### config.mk
export PLATFORM = sky130hd
export DESIGN_NAME = disk_data_ctrl_seq
export DESIGN_NICKNAME = d
export VERILOG_FILES = /design/src/rtl/dsk_seq_pkg.sv /design/src/rtl/dma_ch_if.sv /design/src/rtl/disk_data_ctrl_seq.sv /design/src/rtl/dma_burst_engine.sv
export SDC_FILE = /design/constraint.sdc
export NUM_CORES = 1
export LEC_CHECK = 0
export BUFFER_PORTS_ARGS = -buffer_cell sky130_fd_sc_hd__buf_2
export CAP_MARGIN = 20
export CORE_ASPECT_RATIO = 1.75
export CORE_MARGIN = 2
export CORE_UTILIZATION = 63
export CTS_CLUSTER_DIAMETER = 30
export CTS_CLUSTER_SIZE = 40
export DETAILED_ROUTE_END_ITERATION = 7
export PLACE_DENSITY = 0.86
export RECOVER_POWER = 50
export SETUP_SLACK_MARGIN = 0.3
export SLEW_MARGIN = 20
export SYNTH_ARGS = -nofsm -noshare
export SYNTH_HDL_FRONTEND = slang
export SYNTH_SLANG_ARGS = --single-unit
### constraint.sdc
create_clock -name REF_CLK -period 3.86 [get_ports REF_CLK]
set_input_delay 0.579 -clock REF_CLK [delete_from_list [all_inputs] [get_ports REF_CLK]]
set_output_delay 0.579 -clock REF_CLK [all_outputs]
set_load 0.02 [all_outputs]
### src/rtl/dsk_seq_pkg.sv
// Purpose: shared constants for the disk sequencer and its dma engines
// Assumes: one clock, the disk read clock
// Notes:   widths and reset values live here only
package dsk_seq_pkg;
  localparam int LEN_W = 24;
  localparam int CNT_W = 8;
  localparam int BST_W = 8;
  localparam int INT_HOLD_RCLKS = 16;
  localparam int ERR_ECC_BIT = 0;
  localparam logic [CNT_W-1:0] OPS_RST = 8'h00;
  localparam logic [BST_W-1:0] BST_RST = 8'h01;
  localparam logic [7:0] ERR_RST = 8'h00;
  // command codes on the command port, in this order
  typedef enum logic [1:0] {
    CMD_RD_DATA,
    CMD_RD_HDR,
    CMD_RD_HDR_CHK,
    CMD_WR_DATA
  } cmd_t;
endpackage

### src/rtl/dma_ch_if.sv
// Purpose: link between the sequencer and one dma engine
// Assumes: same clock on both sides
// Notes:   strobes are one-cycle pulses
`timescale 1ns/1ps
`default_nettype none
interface dma_ch_if;
  import dsk_seq_pkg::*;
  logic             start;
  logic [LEN_W-1:0] total;
  logic [BST_W-1:0] thresh;
  logic             thr_wr;
  logic             moved;
  logic             done;
  logic             busy;
  modport ctl (output start, total, thresh, thr_wr,
               input moved, done, busy);
  modport eng (input start, total, thresh, thr_wr,
               output moved, done, busy);
endinterface
`default_nettype wire

### src/rtl/disk_data_ctrl_seq.sv
// Purpose: disk sequencer flags, sector counters, dma completion and
//          interrupt line of a disk data controller
// Assumes: all event inputs are one-cycle pulses on REF_CLK
// Notes:   REF_CLK is the disk read clock; 16 cycles = 16 read clocks
`timescale 1ns/1ps
`default_nettype none
// Functional notes
// - local dma done clears local busy, also remote busy if tracking
// - header-check completes after header; data ECC error only
// - header CRC/ECC error sets header fault, no interrupt or stop
// - header fault clears only on error-free header of sought sector
// - read-header header error: interrupt, stop, both flags, error zero
// - sector ops write loads disk and dma copies; read shows disk copy
// - disk copy drops at header match; dma copy at last data byte
// - threshold loads burst counter; reload only at terminal count, reset
// - multisector is one long transfer; short last burst still moves
// - burst counter keeps the short remainder value afterwards
// - read clock glitch knocks sequencer out; needs reset and re-enable
// - dma side alone drives completion interrupts and clears busy flags
// - remote completion is raised only while disk sequencer not frozen
// - sequencer also freezes awaiting data sync and next header sync
// - interrupt release waits for freeze to end despite status reads
// - ack sampled at t4; no toggling per request needed
// - first request edge is not synchronous to the bus clock
// - status read releases interrupt, not within 16 read clocks
module disk_data_ctrl_seq
  import dsk_seq_pkg::*;
#(
  parameter int SECTOR_BYTES = 512,
  parameter int HEADER_BYTES = 4
)
(
  input  wire logic             REF_CLK,
  input  wire logic             RSTN,
  input  wire logic             CMD_LOAD,
  input  wire logic [1:0]       CMD_CODE,
  input  wire logic             TRACKING,
  input  wire logic             REENABLE,
  input  wire logic             RCLK_GLITCH,
  input  wire logic             HDR_SYNC,
  input  wire logic             HDR_END,
  input  wire logic             HDR_CRC_ERR,
  input  wire logic             HDR_TARGET,
  input  wire logic             DATA_SYNC,
  input  wire logic             DATA_END,
  input  wire logic             DATA_ECC_ERR,
  input  wire logic             SECTOR_OPS_WR,
  input  wire logic [CNT_W-1:0] SECTOR_OPS_DATA,
  input  wire logic             LBT_WR,
  input  wire logic             RBT_WR,
  input  wire logic [BST_W-1:0] THR_DATA,
  input  wire logic             REMOTE_START,
  input  wire logic [LEN_W-1:0] REMOTE_LEN,
  input  wire logic             LOCAL_ACK,
  input  wire logic             REMOTE_ACK,
  input  wire logic             STATUS_RD,
  output logic                  LOCAL_REQ,
  output logic                  REMOTE_REQ,
  output logic                  READ_GATE,
  output logic                  READY,
  output logic                  LOCAL_BUSY,
  output logic                  REMOTE_BUSY,
  output logic                  HDR_FAULT,
  output logic                  ERR_DETECTED,
  output logic                  HDR_MATCH_DONE,
  output logic                  OP_COMPLETE,
  output logic                  REMOTE_DONE,
  output logic [7:0]            ERROR_REG,
  output logic [CNT_W-1:0]      SECTOR_OPS_COUNT,
  output logic                  INT_N
);
  // refuse lengths the byte counters cannot hold
  if (SECTOR_BYTES < 1 || SECTOR_BYTES >= 2**16) begin : g_sec_chk
    $error("SECTOR_BYTES out of range");
  end
  if (HEADER_BYTES < 1 || HEADER_BYTES > SECTOR_BYTES) begin : g_hdr_chk
    $error("HEADER_BYTES out of range");
  end

  localparam logic [LEN_W-1:0] SEC_LEN = LEN_W'(SECTOR_BYTES);
  localparam logic [LEN_W-1:0] HDR_LEN = LEN_W'(HEADER_BYTES);
  localparam logic [4:0] HOLD = 5'(INT_HOLD_RCLKS);

  typedef enum logic [2:0] {
    ST_OFF, ST_STANDBY, ST_HDR_WAIT, ST_HDR, ST_DATA_WAIT, ST_DATA
  } dsk_st_t;

  dsk_st_t          st, next_st;
  cmd_t             cmd, next_cmd;
  logic             glitched, next_glitched;
  logic [CNT_W-1:0] disk_ops, next_disk_ops;
  logic [CNT_W-1:0] dma_ops, next_dma_ops;
  logic [LEN_W-1:0] sec_byte, next_sec_byte;
  logic [LEN_W-1:0] unit_len, sec_len;
  logic             lbusy, next_lbusy;
  logic             rbusy, next_rbusy;
  logic             hfault, next_hfault;
  logic             err_det, next_err_det;
  logic             err_ecc, next_err_ecc;
  logic             header_match_complete_flag, next_hmc;
  logic             op_done, next_op_done;
  logic             rem_done, next_rem_done;
  logic             rem_pend, next_rem_pend;
  logic             op_evt, err_evt, rem_evt, lstart, rstart;
  logic             int_line, next_int_line;
  logic             clr_pend, next_clr_pend;
  logic [4:0]       age, next_age;
  logic             frozen, clr_apply;

  dma_ch_if lch ();
  dma_ch_if rch ();

  ////////////////////////////////////////////////////////////////////
  // the waits for a sync match stop the disk-side clock
  assign frozen = (st == ST_HDR_WAIT) || (st == ST_DATA_WAIT);
  // a pending release is applied on the disk-side clock only
  assign clr_apply = clr_pend && !frozen;

  // header commands move only header bytes per sector
  assign unit_len = (cmd_t'(CMD_CODE) == CMD_RD_HDR ||
                     cmd_t'(CMD_CODE) == CMD_RD_HDR_CHK) ? HDR_LEN : SEC_LEN;
  assign sec_len = (cmd == CMD_RD_HDR || cmd == CMD_RD_HDR_CHK)
                   ? HDR_LEN : SEC_LEN;

  assign lch.start = lstart;
  assign lch.total = unit_len * LEN_W'(disk_ops);
  assign lch.thresh = THR_DATA;
  assign lch.thr_wr = LBT_WR;
  assign rch.start = rstart;
  assign rch.total = REMOTE_LEN;
  assign rch.thresh = THR_DATA;
  assign rch.thr_wr = RBT_WR;

  dma_burst_engine u_local (
    .clk   (REF_CLK),
    .rst_n (RSTN),
    .ch    (lch.eng),
    .ack   (LOCAL_ACK),
    .req   (LOCAL_REQ)
  );

  dma_burst_engine u_remote (
    .clk   (REF_CLK),
    .rst_n (RSTN),
    .ch    (rch.eng),
    .ack   (REMOTE_ACK),
    .req   (REMOTE_REQ)
  );

  ////////////////////////////////////////////////////////////////////
  // disk sequencer, dma side counters and status flags
  always_comb begin
    next_st = st;
    next_cmd = cmd;
    next_glitched = glitched;
    next_disk_ops = disk_ops;
    next_dma_ops = dma_ops;
    next_sec_byte = sec_byte;
    next_lbusy = lbusy;
    next_rbusy = rbusy;
    next_hfault = hfault;
    next_err_det = err_det;
    next_err_ecc = err_ecc;
    next_hmc = header_match_complete_flag;
    next_op_done = op_done;
    next_rem_done = rem_done;
    next_rem_pend = rem_pend;
    op_evt = 1'b0;
    err_evt = 1'b0;
    rem_evt = 1'b0;
    lstart = 1'b0;
    rstart = 1'b0;
    // released flags clear first so a same-cycle set below wins
    if (clr_apply) begin
      next_hmc = 1'b0;
      next_op_done = 1'b0;
      next_rem_done = 1'b0;
    end
    case (st)
      ST_OFF: begin
        // a glitched sequencer stays out until reset then re-enable
        if (REENABLE && !glitched) begin
          next_st = ST_STANDBY;
        end
      end
      ST_STANDBY: begin
        if (CMD_LOAD) begin
          next_st = ST_HDR_WAIT;
          next_cmd = cmd_t'(CMD_CODE);
          next_lbusy = 1'b1;
          next_err_det = 1'b0;
          next_err_ecc = 1'b0;
          lstart = 1'b1;
        end
      end
      ST_HDR_WAIT: begin
        if (HDR_SYNC) begin
          next_st = ST_HDR;
        end
      end
      ST_HDR: begin
        if (HDR_END) begin
          next_st = ST_HDR_WAIT;
          if (HDR_CRC_ERR) begin
            next_hfault = 1'b1;
            if (cmd == CMD_RD_HDR) begin
              next_err_det = 1'b1;
              err_evt = 1'b1;
              next_st = ST_STANDBY;
            end
          end else if (HDR_TARGET) begin
            next_hfault = 1'b0;
            next_hmc = 1'b1;
            if (disk_ops != '0) begin
              next_disk_ops = disk_ops - CNT_W'(1);
            end
            if (cmd != CMD_RD_HDR) begin
              next_st = ST_DATA_WAIT;
            end else if (disk_ops <= CNT_W'(1)) begin
              next_st = ST_STANDBY;
            end
          end
        end
      end
      ST_DATA_WAIT: begin
        if (DATA_SYNC) begin
          next_st = ST_DATA;
        end
      end
      ST_DATA: begin
        if (DATA_END) begin
          // header-check ends silently here unless the check fails
          if (DATA_ECC_ERR) begin
            next_err_det = 1'b1;
            next_err_ecc = 1'b1;
            err_evt = 1'b1;
            next_st = ST_STANDBY;
          end else if (disk_ops == '0) begin
            next_st = ST_STANDBY;
          end else begin
            next_st = ST_HDR_WAIT;
          end
        end
      end
      default: next_st = ST_OFF;
    endcase
    if (RCLK_GLITCH) begin
      next_st = ST_OFF;
      next_glitched = 1'b1;
    end
    // dma side: counts bytes per sector, blind to disk errors
    if (lch.moved) begin
      if (sec_byte == sec_len - LEN_W'(1)) begin
        next_sec_byte = '0;
        if (dma_ops != '0) begin
          next_dma_ops = dma_ops - CNT_W'(1);
        end
      end else begin
        next_sec_byte = sec_byte + LEN_W'(1);
      end
    end
    if (lstart) begin
      next_sec_byte = '0;
    end
    if (lch.done) begin
      next_lbusy = 1'b0;
      next_op_done = 1'b1;
      op_evt = 1'b1;
      if (TRACKING) begin
        next_rbusy = 1'b0;
      end
    end
    if (REMOTE_START && !rbusy) begin
      next_rbusy = 1'b1;
      rstart = 1'b1;
    end
    // remote completion waits here while the disk clock is stopped
    if (rch.done) begin
      next_rbusy = 1'b0;
      next_rem_pend = 1'b1;
    end else if (rem_pend && !frozen) begin
      next_rem_pend = 1'b0;
      next_rem_done = 1'b1;
      rem_evt = 1'b1;
    end
    // a write loads both copies and beats any decrement
    if (SECTOR_OPS_WR) begin
      next_disk_ops = SECTOR_OPS_DATA;
      next_dma_ops = SECTOR_OPS_DATA;
    end
  end

  always_ff @(posedge REF_CLK or negedge RSTN) begin
    if (!RSTN) begin
      st <= ST_OFF;
      cmd <= CMD_RD_DATA;
      glitched <= 1'b0;
      disk_ops <= OPS_RST;
      dma_ops <= OPS_RST;
      sec_byte <= '0;
      lbusy <= 1'b0;
      rbusy <= 1'b0;
      hfault <= 1'b0;
      err_det <= 1'b0;
      err_ecc <= 1'b0;
      header_match_complete_flag <= 1'b0;
      op_done <= 1'b0;
      rem_done <= 1'b0;
      rem_pend <= 1'b0;
    end else begin
      st <= next_st;
      cmd <= next_cmd;
      glitched <= next_glitched;
      disk_ops <= next_disk_ops;
      dma_ops <= next_dma_ops;
      sec_byte <= next_sec_byte;
      lbusy <= next_lbusy;
      rbusy <= next_rbusy;
      hfault <= next_hfault;
      err_det <= next_err_det;
      err_ecc <= next_err_ecc;
      header_match_complete_flag <= next_hmc;
      op_done <= next_op_done;
      rem_done <= next_rem_done;
      rem_pend <= next_rem_pend;
    end
  end

  ////////////////////////////////////////////////////////////////////
  // interrupt line: a read within the hold window is not a release
  always_comb begin
    next_int_line = int_line;
    next_clr_pend = clr_pend;
    next_age = (age == HOLD) ? age : age + 5'(1);
    if (STATUS_RD && int_line && age == HOLD) begin
      next_clr_pend = 1'b1;
    end
    if (clr_apply) begin
      next_clr_pend = 1'b0;
      next_int_line = 1'b0;
    end
    // a new cause always wins over a release
    if (op_evt || err_evt || rem_evt) begin
      next_int_line = 1'b1;
      next_clr_pend = 1'b0;
      next_age = '0;
    end
  end

  always_ff @(posedge REF_CLK or negedge RSTN) begin
    if (!RSTN) begin
      int_line <= 1'b0;
      clr_pend <= 1'b0;
      age <= HOLD;
    end else begin
      int_line <= next_int_line;
      clr_pend <= next_clr_pend;
      age <= next_age;
    end
  end

  // outputs from flops, READ_GATE and READY through a state decode
  assign READ_GATE = (st != ST_OFF) && (st != ST_STANDBY);
  assign READY = (st == ST_STANDBY);
  assign LOCAL_BUSY = lbusy;
  assign REMOTE_BUSY = rbusy;
  assign HDR_FAULT = hfault;
  assign ERR_DETECTED = err_det;
  assign HDR_MATCH_DONE = header_match_complete_flag;
  assign OP_COMPLETE = op_done;
  assign REMOTE_DONE = rem_done;
  assign ERROR_REG = ERR_RST | (8'(err_ecc) << ERR_ECC_BIT);
  assign SECTOR_OPS_COUNT = disk_ops;
  assign INT_N = !int_line;
endmodule
`default_nettype wire

### src/rtl/dma_burst_engine.sv
// Purpose: one dma channel: bus cycles t1..t4 and burst counting
// Assumes: ack is synchronous to clk
// Notes:   burst counter is not reloaded at end of a transfer unless it is at terminal count
`timescale 1ns/1ps
`default_nettype none
module dma_burst_engine
  import dsk_seq_pkg::*;
(
  input  wire logic clk,
  input  wire logic rst_n,
  dma_ch_if.eng     ch,
  input  wire logic ack,
  output logic      req
);
  typedef enum logic [2:0] {S_IDLE, S_T1, S_T2, S_T3, S_T4} bus_st_t;
  bus_st_t          st, next_st;
  logic [LEN_W-1:0] remain, next_remain;
  logic [BST_W-1:0] burst, next_burst;
  logic [BST_W-1:0] thr, next_thr;
  logic             gap, next_gap;

  // request is combinational from state, so its first edge is not
  // aligned to any bus clock; the bus side must synchronise it
  assign req = (remain != '0) && !gap;
  assign ch.moved = (st == S_T4) && ack;
  assign ch.done = ch.moved && (remain == LEN_W'(1));
  assign ch.busy = (remain != '0);

  // next state: bus cycle, byte and burst counting
  always_comb begin
    next_st = st;
    next_remain = remain;
    next_burst = burst;
    next_thr = thr;
    next_gap = 1'b0;
    if (ch.start) begin
      next_remain = ch.total;
    end
    case (st)
      S_IDLE: begin
        if (req && ack) begin
          next_st = S_T1;
        end
      end
      S_T1: next_st = S_T2;
      S_T2: next_st = S_T3;
      S_T3: next_st = S_T4;
      S_T4: begin
        next_st = S_IDLE;
        // ack is looked at here and in S_IDLE; held high it keeps bursting
        if (ack) begin
          next_remain = remain - LEN_W'(1);
          if (burst <= BST_W'(1)) begin
            next_burst = thr;
            next_gap = 1'b1;
          end else begin
            next_burst = burst - BST_W'(1);
          end
        end
      end
      default: next_st = S_IDLE;
    endcase
    // programming the threshold copies it into the burst counter
    if (ch.thr_wr) begin
      next_thr = ch.thresh;
      next_burst = ch.thresh;
    end
  end

  // registers
  always_ff @(posedge clk or negedge rst_n) begin
    if (!rst_n) begin
      st <= S_IDLE;
      remain <= '0;
      burst <= BST_RST;
      thr <= BST_RST;
      gap <= 1'b0;
    end else begin
      st <= next_st;
      remain <= next_remain;
      burst <= next_burst;
      thr <= next_thr;
      gap <= next_gap;
    end
  end
endmodule
`default_nettype wire

==> results of run 1 <==
-- worst max-delay path by stage --
stage                                    from          to  slack (ns)  cells past startpoint
after CTS                 u_remote.remain[17]  REMOTE_REQ        0.83                      5
after global routing        u_local.remain[0]   LOCAL_REQ        0.71                      6
final                     u_remote.remain[19]  REMOTE_REQ        0.77                      5
after floorplan           u_remote.remain[17]  REMOTE_REQ        1.56                      4
after detailed placement  u_remote.remain[19]  REMOTE_REQ        1.26                      5
after global placement    u_remote.remain[17]  REMOTE_REQ        1.29                      5
-- flip-flops by register name (all words and copies together), names as in the netlist, 5 cells and up --
name	flops
u_local.remain	24
u_remote.remain	24
SECTOR_OPS_COUNT	8
u_local.burst	8
u_local.thr	8
u_remote.burst	8
u_remote.thr	8
age	5
-- report_power, final --
group	total [mW]	internal [mW]	switching [mW]
sequential	2.02	1.59	0.434
clock	1.58	1.04	0.545
combinational	1.31	0.553	0.753
-- area by class of cell --
cell class | instances | area (sq um) | area share (%)
Multi-Input combinational cell | 585 | 3630 | 45.9
Tap cell | 130 | 163 | 2.06
Timing Repair Buffer | 90 | 457 | 5.78
Sequential cell | 118 | 2960 | 37.4
Clock buffer | 21 | 460 | 5.82
Inverter | 28 | 105 | 1.33
Clock inverter | 11 | 130 | 1.65
-- cell families (layout without fill, tap and decap cells) --
logic type,Yosys count,count (layout),synth area share (%)
AOI/OAI and AO/OA,216,216,20.7
xor gates and xnor gates,24,24,3.07
adders and majority gates,15,15,2.74
buffers and inverters,69,150,4.55
DFF,118,118,43.2
muxes,20,20,3.13
other,1,8,0.0548
and+or+nand+nor,302,302,22.5
-- critical path, delay by kind of cell (launching register included) --
family | cells | cell delay, ns
simple gates | 3 | 1.40
flops | 1 | 0.40
buf+inv | 1 | 0.18
compound gates | 1 | 0.15
-- synthesized netlist by cell type, drive strengths merged, types with 7 or more instances --
| master | count |
|---|---|
| dfrtp | 113 |
| nand2 | 76 |
| nor2 | 73 |
| o21ai | 66 |
| a21oi | 47 |
| nor3 | 39 |
| clkbuf | 28 |
| inv | 28 |
| nand3 | 18 |
| nor4 | 16 |
| ha | 15 |
| xnor2 | 14 |
| buf | 13 |
| nand4 | 12 |
| mux2 | 11 |
| a22oi | 10 |
| a31oi | 10 |
| xor2 | 10 |
| a21o | 9 |
| mux2i | 9 |
| or3 | 9 |
| a211oi | 8 |
| o211ai | 8 |
| and2 | 7 |
| nor2b | 7 |
| or4 | 7 |
-- stage by stage --
| step | power (mW) | utilization [%] | instances |
|---|---|---|---|
| global route | 5.17 | 74.3 | 983 |
| detailed placement | 3.30 | 68.9 | 950 |
| CTS | 4.89 | 74.4 | 982 |
| finish | 4.91 | 74.3 | 983 |
| global placement | 3.18 | 68.9 | 950 |
| floorplan | 2.86 | - | 772 |
-- layer usage --
| layer | up-vias | track usage (%) | part of all wire, % |
|---|---|---|---|
| met4 | 0 | 15.8 | 3.5 |
| met5 | - | 0 | 0 |
| met3 | 63 | 5.76 | 5.2 |
| met2 | 307 | 57.3 | 56 |
| met1 | 3124 | 33.0 | 35 |
| li1 | 2950 | - | - |
==> impl_metrics.env, run 1 <==
export IMPL_status="finished with violations"
export IMPL_violations="capacitance limit, slew limit"
export IMPL_r2r_end="u_remote.remain[15]"
export IMPL_pre_cts_slack_ns=1.26
export IMPL_clk_latency_ns=0.41
export IMPL_max_freq_ghz=0.323
export IMPL_finalSetupViolations=0
export IMPL_netlist_area_sq_um=6850
export IMPL_port_buffers=82
export IMPL_postSynthCellCount=765
export IMPL_root_buffer="clkbuf_16"
export IMPL_rr_startpoint="u_remote.remain[5]"
export IMPL_drv_slew=61
export IMPL_fin_skew_ns=0.00520
export IMPL_nets=917
export IMPL_r2r_cells=5
export IMPL_die_area_sq_um=11800
export IMPL_synthTopCellsByArea="dfrtp_1, o21ai_0, nand2_1, nor2_1, a21oi_1"
export IMPL_grt_use_total_pct=30.9
export IMPL_p_leak_nw=3.43
export IMPL_synth_edff_count=0
export IMPL_worst_pin_slew_ns=1.51
export IMPL_drt_wirelength_per_cell_um=18.1
export IMPL_synth_seq_area_share_pct=43.2
export IMPL_yosysTopAreaCell="dfrtp_1"
export IMPL_dp_hpwl_um=12700
export IMPL_reg2reg_slack_ns=1.27
export IMPL_yosys_area_top_type_share_pct=41.3
export IMPL_hold_viol=0
export IMPL_ys_ff_latch=118
export IMPL_layout_setup_ws_ns=0.765
export IMPL_globalplace_congestion=0.868
export IMPL_numCtsBuffers=17
export IMPL_dr_total_vias=6444
export IMPL_layout_drive_gt1_share_pct=18.2
export IMPL_crit_path_max_incr_delay_ns=0.57
export IMPL_final_antenna_net_count=0
export IMPL_postCtsSetupBuffers=0
export IMPL_die_h_um=142
export IMPL_start_kind="flip-flop"
export IMPL_critPathSlowestCell="or4_4"
export IMPL_critPathArrivalTime_ns=2.52
export IMPL_worstPathMaxFanout=5
export IMPL_critical_path_class="reg -> out"
export IMPL_rsz0062_at_grt="false"
export IMPL_antenna_found_initial=0
export IMPL_diodes=0
export IMPL_drt_iter0_markers=541
export IMPL_cp_required_ns=3.28
export IMPL_syn_area_per_cell_sq_um=8.95
export IMPL_max_slew_margin_rel_pct=-0.648
export IMPL_cts_resized=0
export IMPL_fillers=768
export IMPL_wl_um=17800
export IMPL_grt_overflow_total=0
export IMPL_synth_main_ff_cell="dfrtp_1"
export IMPL_final_common_cell="dfrtp_1"
export IMPL_worstPathCellList="or4_4 -> or4_4 -> nor3_1 -> a21oi_1 -> buf_2"
export IMPL_cts_tree="built"
export IMPL_critPathMostFrequentCell="or4_4"
export IMPL_clock_sinks=118
export IMPL_final_area_sq_um=7910
export IMPL_area_delta_synth_final_pct=15.5
export IMPL_first_pass_iters=5
export IMPL_maxCapViolations=1
export IMPL_grt_pass1_wl_um=29700
export IMPL_power_density_nw_per_um2=621
export IMPL_clockBufferDepth=2
export IMPL_start_util_pct=64.4
export IMPL_finalSetupTns_ns=0
export IMPL_hold_buffers=0
export IMPL_yosys_warnings=0
export IMPL_core_area_sq_um=10600
export IMPL_avgViaCountPerCell=6.56
export IMPL_hp_class="in -> async"
export IMPL_drc=0
export IMPL_end_kind="output pin"
export IMPL_whs_ns=0.294
export IMPL_clk_pin_slew_ns=0.05
export IMPL_grt_pass1_vias=6413
export IMPL_synthArstFlopShare_pct=100
export IMPL_ir_drop_uv=472
export IMPL_period_needed_ns=3.09
export IMPL_row_count=50
export IMPL_htree_levels=4
export IMPL_final_cell_mix="dfrtp_1, buf_2, nand2_1"
export IMPL_grt_max_degree=78
export IMPL_dpl_cell_area_sq_um=7320
export IMPL_yosysUniqueCellTypes=65
export IMPL_period_share_pct=80.2
export IMPL_die_x_um=82.8
export IMPL_ios=90
(Power assumes the default switching activity.)
==> run 2, diff against run 1 <==
--- a/config.mk
+++ b/config.mk
@@ -5,15 +5,16 @@
 export SDC_FILE = /design/constraint.sdc
 export NUM_CORES = 1
 export LEC_CHECK = 0
+export ABC_AREA = 1
 export BUFFER_PORTS_ARGS = -buffer_cell sky130_fd_sc_hd__buf_2
 export CAP_MARGIN = 20
 export CORE_ASPECT_RATIO = 1.75
 export CORE_MARGIN = 2
-export CORE_UTILIZATION = 63
+export CORE_UTILIZATION = 54
 export CTS_CLUSTER_DIAMETER = 30
 export CTS_CLUSTER_SIZE = 40
 export DETAILED_ROUTE_END_ITERATION = 7
-export PLACE_DENSITY = 0.86
+export PLACE_DENSITY = 0.78
 export RECOVER_POWER = 50
 export SETUP_SLACK_MARGIN = 0.3
 export SLEW_MARGIN = 20
==> constraint.sdc (replaced) <==
create_clock -name REF_CLK -period 2.7 [get_ports REF_CLK]
set_input_delay 0.405 -clock REF_CLK [delete_from_list [all_inputs] [get_ports REF_CLK]]
set_output_delay 0.405 -clock REF_CLK [all_outputs]
set_load 0.02 [all_outputs]
==> impl_metrics.env, run 2 <==
export IMPL_status="finished clean"
export IMPL_postSynthCellCount=1089
export IMPL_clock_sinks=118
export IMPL_row_count=57
export IMPL_synth_common_cells="nand2_1, nor2_1, inv_1"
export IMPL_clockBufferDepth=2
export IMPL_hp_class="in -> reg"
export IMPL_die_area_sq_um=14900
export IMPL_cts_tree="built"
export IMPL_netlist_area_sq_um=7510
export IMPL_worstPathCellList="inv_2 -> ha_4 -> nand2_1 -> nor2_2 -> nand2_1 -> nor2_2 -> nand2_1 -> nand2_1 -> inv_1 -> buf_2"
export IMPL_top_regs="u_local.remain x24, u_remote.remain x24"
export IMPL_htree_levels=4
export IMPL_grt_util_met1_pct=31.1
export IMPL_layout_drive_gt1_share_pct=12.8
export IMPL_period_share_pct=86.2
export IMPL_port_buffers=82
export IMPL_max_slew_margin_rel_pct=31.4
export IMPL_synthArstFlopShare_pct=100
export IMPL_grt_max_degree=47
export IMPL_area_delta_synth_final_pct=15.9
export IMPL_cp_required_ns=2.30
export IMPL_die_x_um=93.2
export IMPL_yosys_warnings=0
export IMPL_synth_edff_count=0
export IMPL_p_leak_nw=4.30
export IMPL_start_util_pct=54.6
export IMPL_rsz0062_at_grt="false"
export IMPL_grt_overflow_total=0
export IMPL_synthTopCellsByArea="dfrtp_1, nand2_1, nor2_1, inv_1, nand3_1"
export IMPL_grt_use_total_pct=28.2
export IMPL_ios=90
export IMPL_numCtsBuffers=17
export IMPL_dp_hpwl_um=15300
export IMPL_startpoint="u_local.remain[0]"
export IMPL_clk_latency_ns=0.42
export IMPL_root_buffer="clkbuf_16"
export IMPL_yosysUniqueCellTypes=42
export IMPL_max_freq_ghz=0.430
export IMPL_first_pass_iters=8
export IMPL_wl_um=20500
export IMPL_critPathArrivalTime_ns=1.92
export IMPL_power_density_nw_per_um2=812
export IMPL_synth_main_ff_cell="dfrtp_1"
export IMPL_critPathMostFrequentCell="nand2_1"
export IMPL_core_area_sq_um=13800
export IMPL_worstSetupEndpoint="LOCAL_REQ"
export IMPL_drc=0
export IMPL_top_usage_layer="met2"
export IMPL_r2r_end="SECTOR_OPS_COUNT[3]"
export IMPL_grt_met3_usage_pct=5.00
export IMPL_antenna_found_initial=2
export IMPL_critical_path_class="reg -> out"
export IMPL_yosys_area_top_type_share_pct=37.6
export IMPL_grt_pass1_vias=7239
export IMPL_worst_pin_slew_ns=1.03
export IMPL_drt_wirelength_per_cell_um=14.9
export IMPL_final_antenna_net_count=0
export IMPL_finalSetupViolations=0
export IMPL_fin_skew_ns=0.0107
export IMPL_crit_path_max_incr_delay_ns=0.40
export IMPL_grt_pass1_wl_um=33800
export IMPL_finalSetupTns_ns=0
export IMPL_gr_usage_met2_pct=52.7
export IMPL_die_h_um=160
export IMPL_synth_seq_area_share_pct=39.4
export IMPL_avgViaCountPerCell=5.50
export IMPL_drv_slew=0
export IMPL_clk_pin_slew_ns=0.05
export IMPL_rr_startpoint="SECTOR_OPS_COUNT[1]"
export IMPL_period_needed_ns=2.33
export IMPL_globalplace_congestion=0.938
export IMPL_drt_iter0_markers=448
export IMPL_synth_most_common_cell="nand2_1"
export IMPL_yosysTopAreaCell="dfrtp_1"
export IMPL_syn_area_per_cell_sq_um=6.90
export IMPL_nets=1256
export IMPL_ys_ff_latch=118
export IMPL_ir_drop_uv=522
export IMPL_final_core_util_pct=63.3
export IMPL_r2r_cells=9
export IMPL_final_common_cell="nand2_1"
export IMPL_final_cell_mix="nand2_1, nor2_1, inv_1"
export IMPL_start_kind="flip-flop"
export IMPL_worstPathMaxFanout=7
export IMPL_critPathSlowestCell="dfrtp_1"
export IMPL_maxCapViolations=0
export IMPL_hold_viol=0
export IMPL_end_kind="output pin"
export IMPL_dr_total_vias=7523
export IMPL_reg2reg_slack_ns=0.65
[run 2: metrics by stage]
step | setup slack, ns | hold WS (ns) | instances | cell area [sq um] | total power, mW
after detailed placement | 0.672 | 0.434 | 1333 | 8090 | 4.67
after CTS | 0.311 | 0.228 | 1365 | 8700 | 7.01
after global routing | 0.301 | 0.254 | 1368 | 8710 | 7.53
after global placement | 0.686 | 0.430 | 1333 | 8090 | 4.60
final | 0.373 | 0.247 | 1369 | 8710 | 7.07
after floorplan | 0.960 | 0.109 | 1096 | 7540 | 4.12
[run 2: how the worst min path moves through the flow]
stage,cells after the start,start,endpoint
after detailed placement,1,RSTN,u_local.remain[22]
after global routing,3,SECTOR_OPS_DATA[3],SECTOR_OPS_COUNT[3]
final,3,THR_DATA[6],u_remote.burst[6]
after floorplan,0,RSTN,ERR_DETECTED
after CTS,3,SECTOR_OPS_DATA[4],SECTOR_OPS_COUNT[4]
after global placement,1,RSTN,u_local.remain[22]
[run 2: kinds of logic after synthesis]
kind of cell / after synthesis / synth area share [%]
simple gates: 591 / 33.4
compound gates: 186 / 13.8
buf+inv: 156 / 8.33
flops: 118 / 39.4
xor+xnor: 22 / 2.56
fa+ha+maj: 15 / 2.50
other cells: 1 / 0.0499
[run 2: layer usage]
| layer | vias to the layer above | routed length (um) |
|---|---|---|
| li1 | 3689 | - |
| met1 | 3531 | 7720 |
| met2 | 241 | 11200 |
| met3 | 60 | 899 |
| met4 | 2 | 662 |
| met5 | - | 13 |
[run 2: repair_timing]
item | in CTS | in global routing
pin swaps | 0 | 2
setup endpoints to repair | 2 | 2
gates resized for setup | 4 | 7
buffers inserted | 0 | 3
endpoints found under the hold margin | 6 | 0
hold buffers | 1 | 0
[run 2: critical path, delay by kind of cell (launching register included)]
kind	cells	cell delay (ns)
and+or+nand+nor	6	0.64
DFF	1	0.40
buffers and inverters	3	0.31
adders and majority gates	1	0.16
[run 2: area by class of cell]
type                       instances  area [sq um]
fill                            1282          5050
clock inverter                     9           125
inverter                         129           487
sequential                       118          2960
antenna                            1          2.50
multi-input combinational        822          3980
clock buffer                      22           474
timing repair buffer              91           463
tap                              177           221
[run 2: where the power goes]
part           switching [mW]  internal, mW
Clock                   0.795          1.51
Sequential              0.461          2.23
Combinational            1.29         0.785
Total                    2.54          4.53
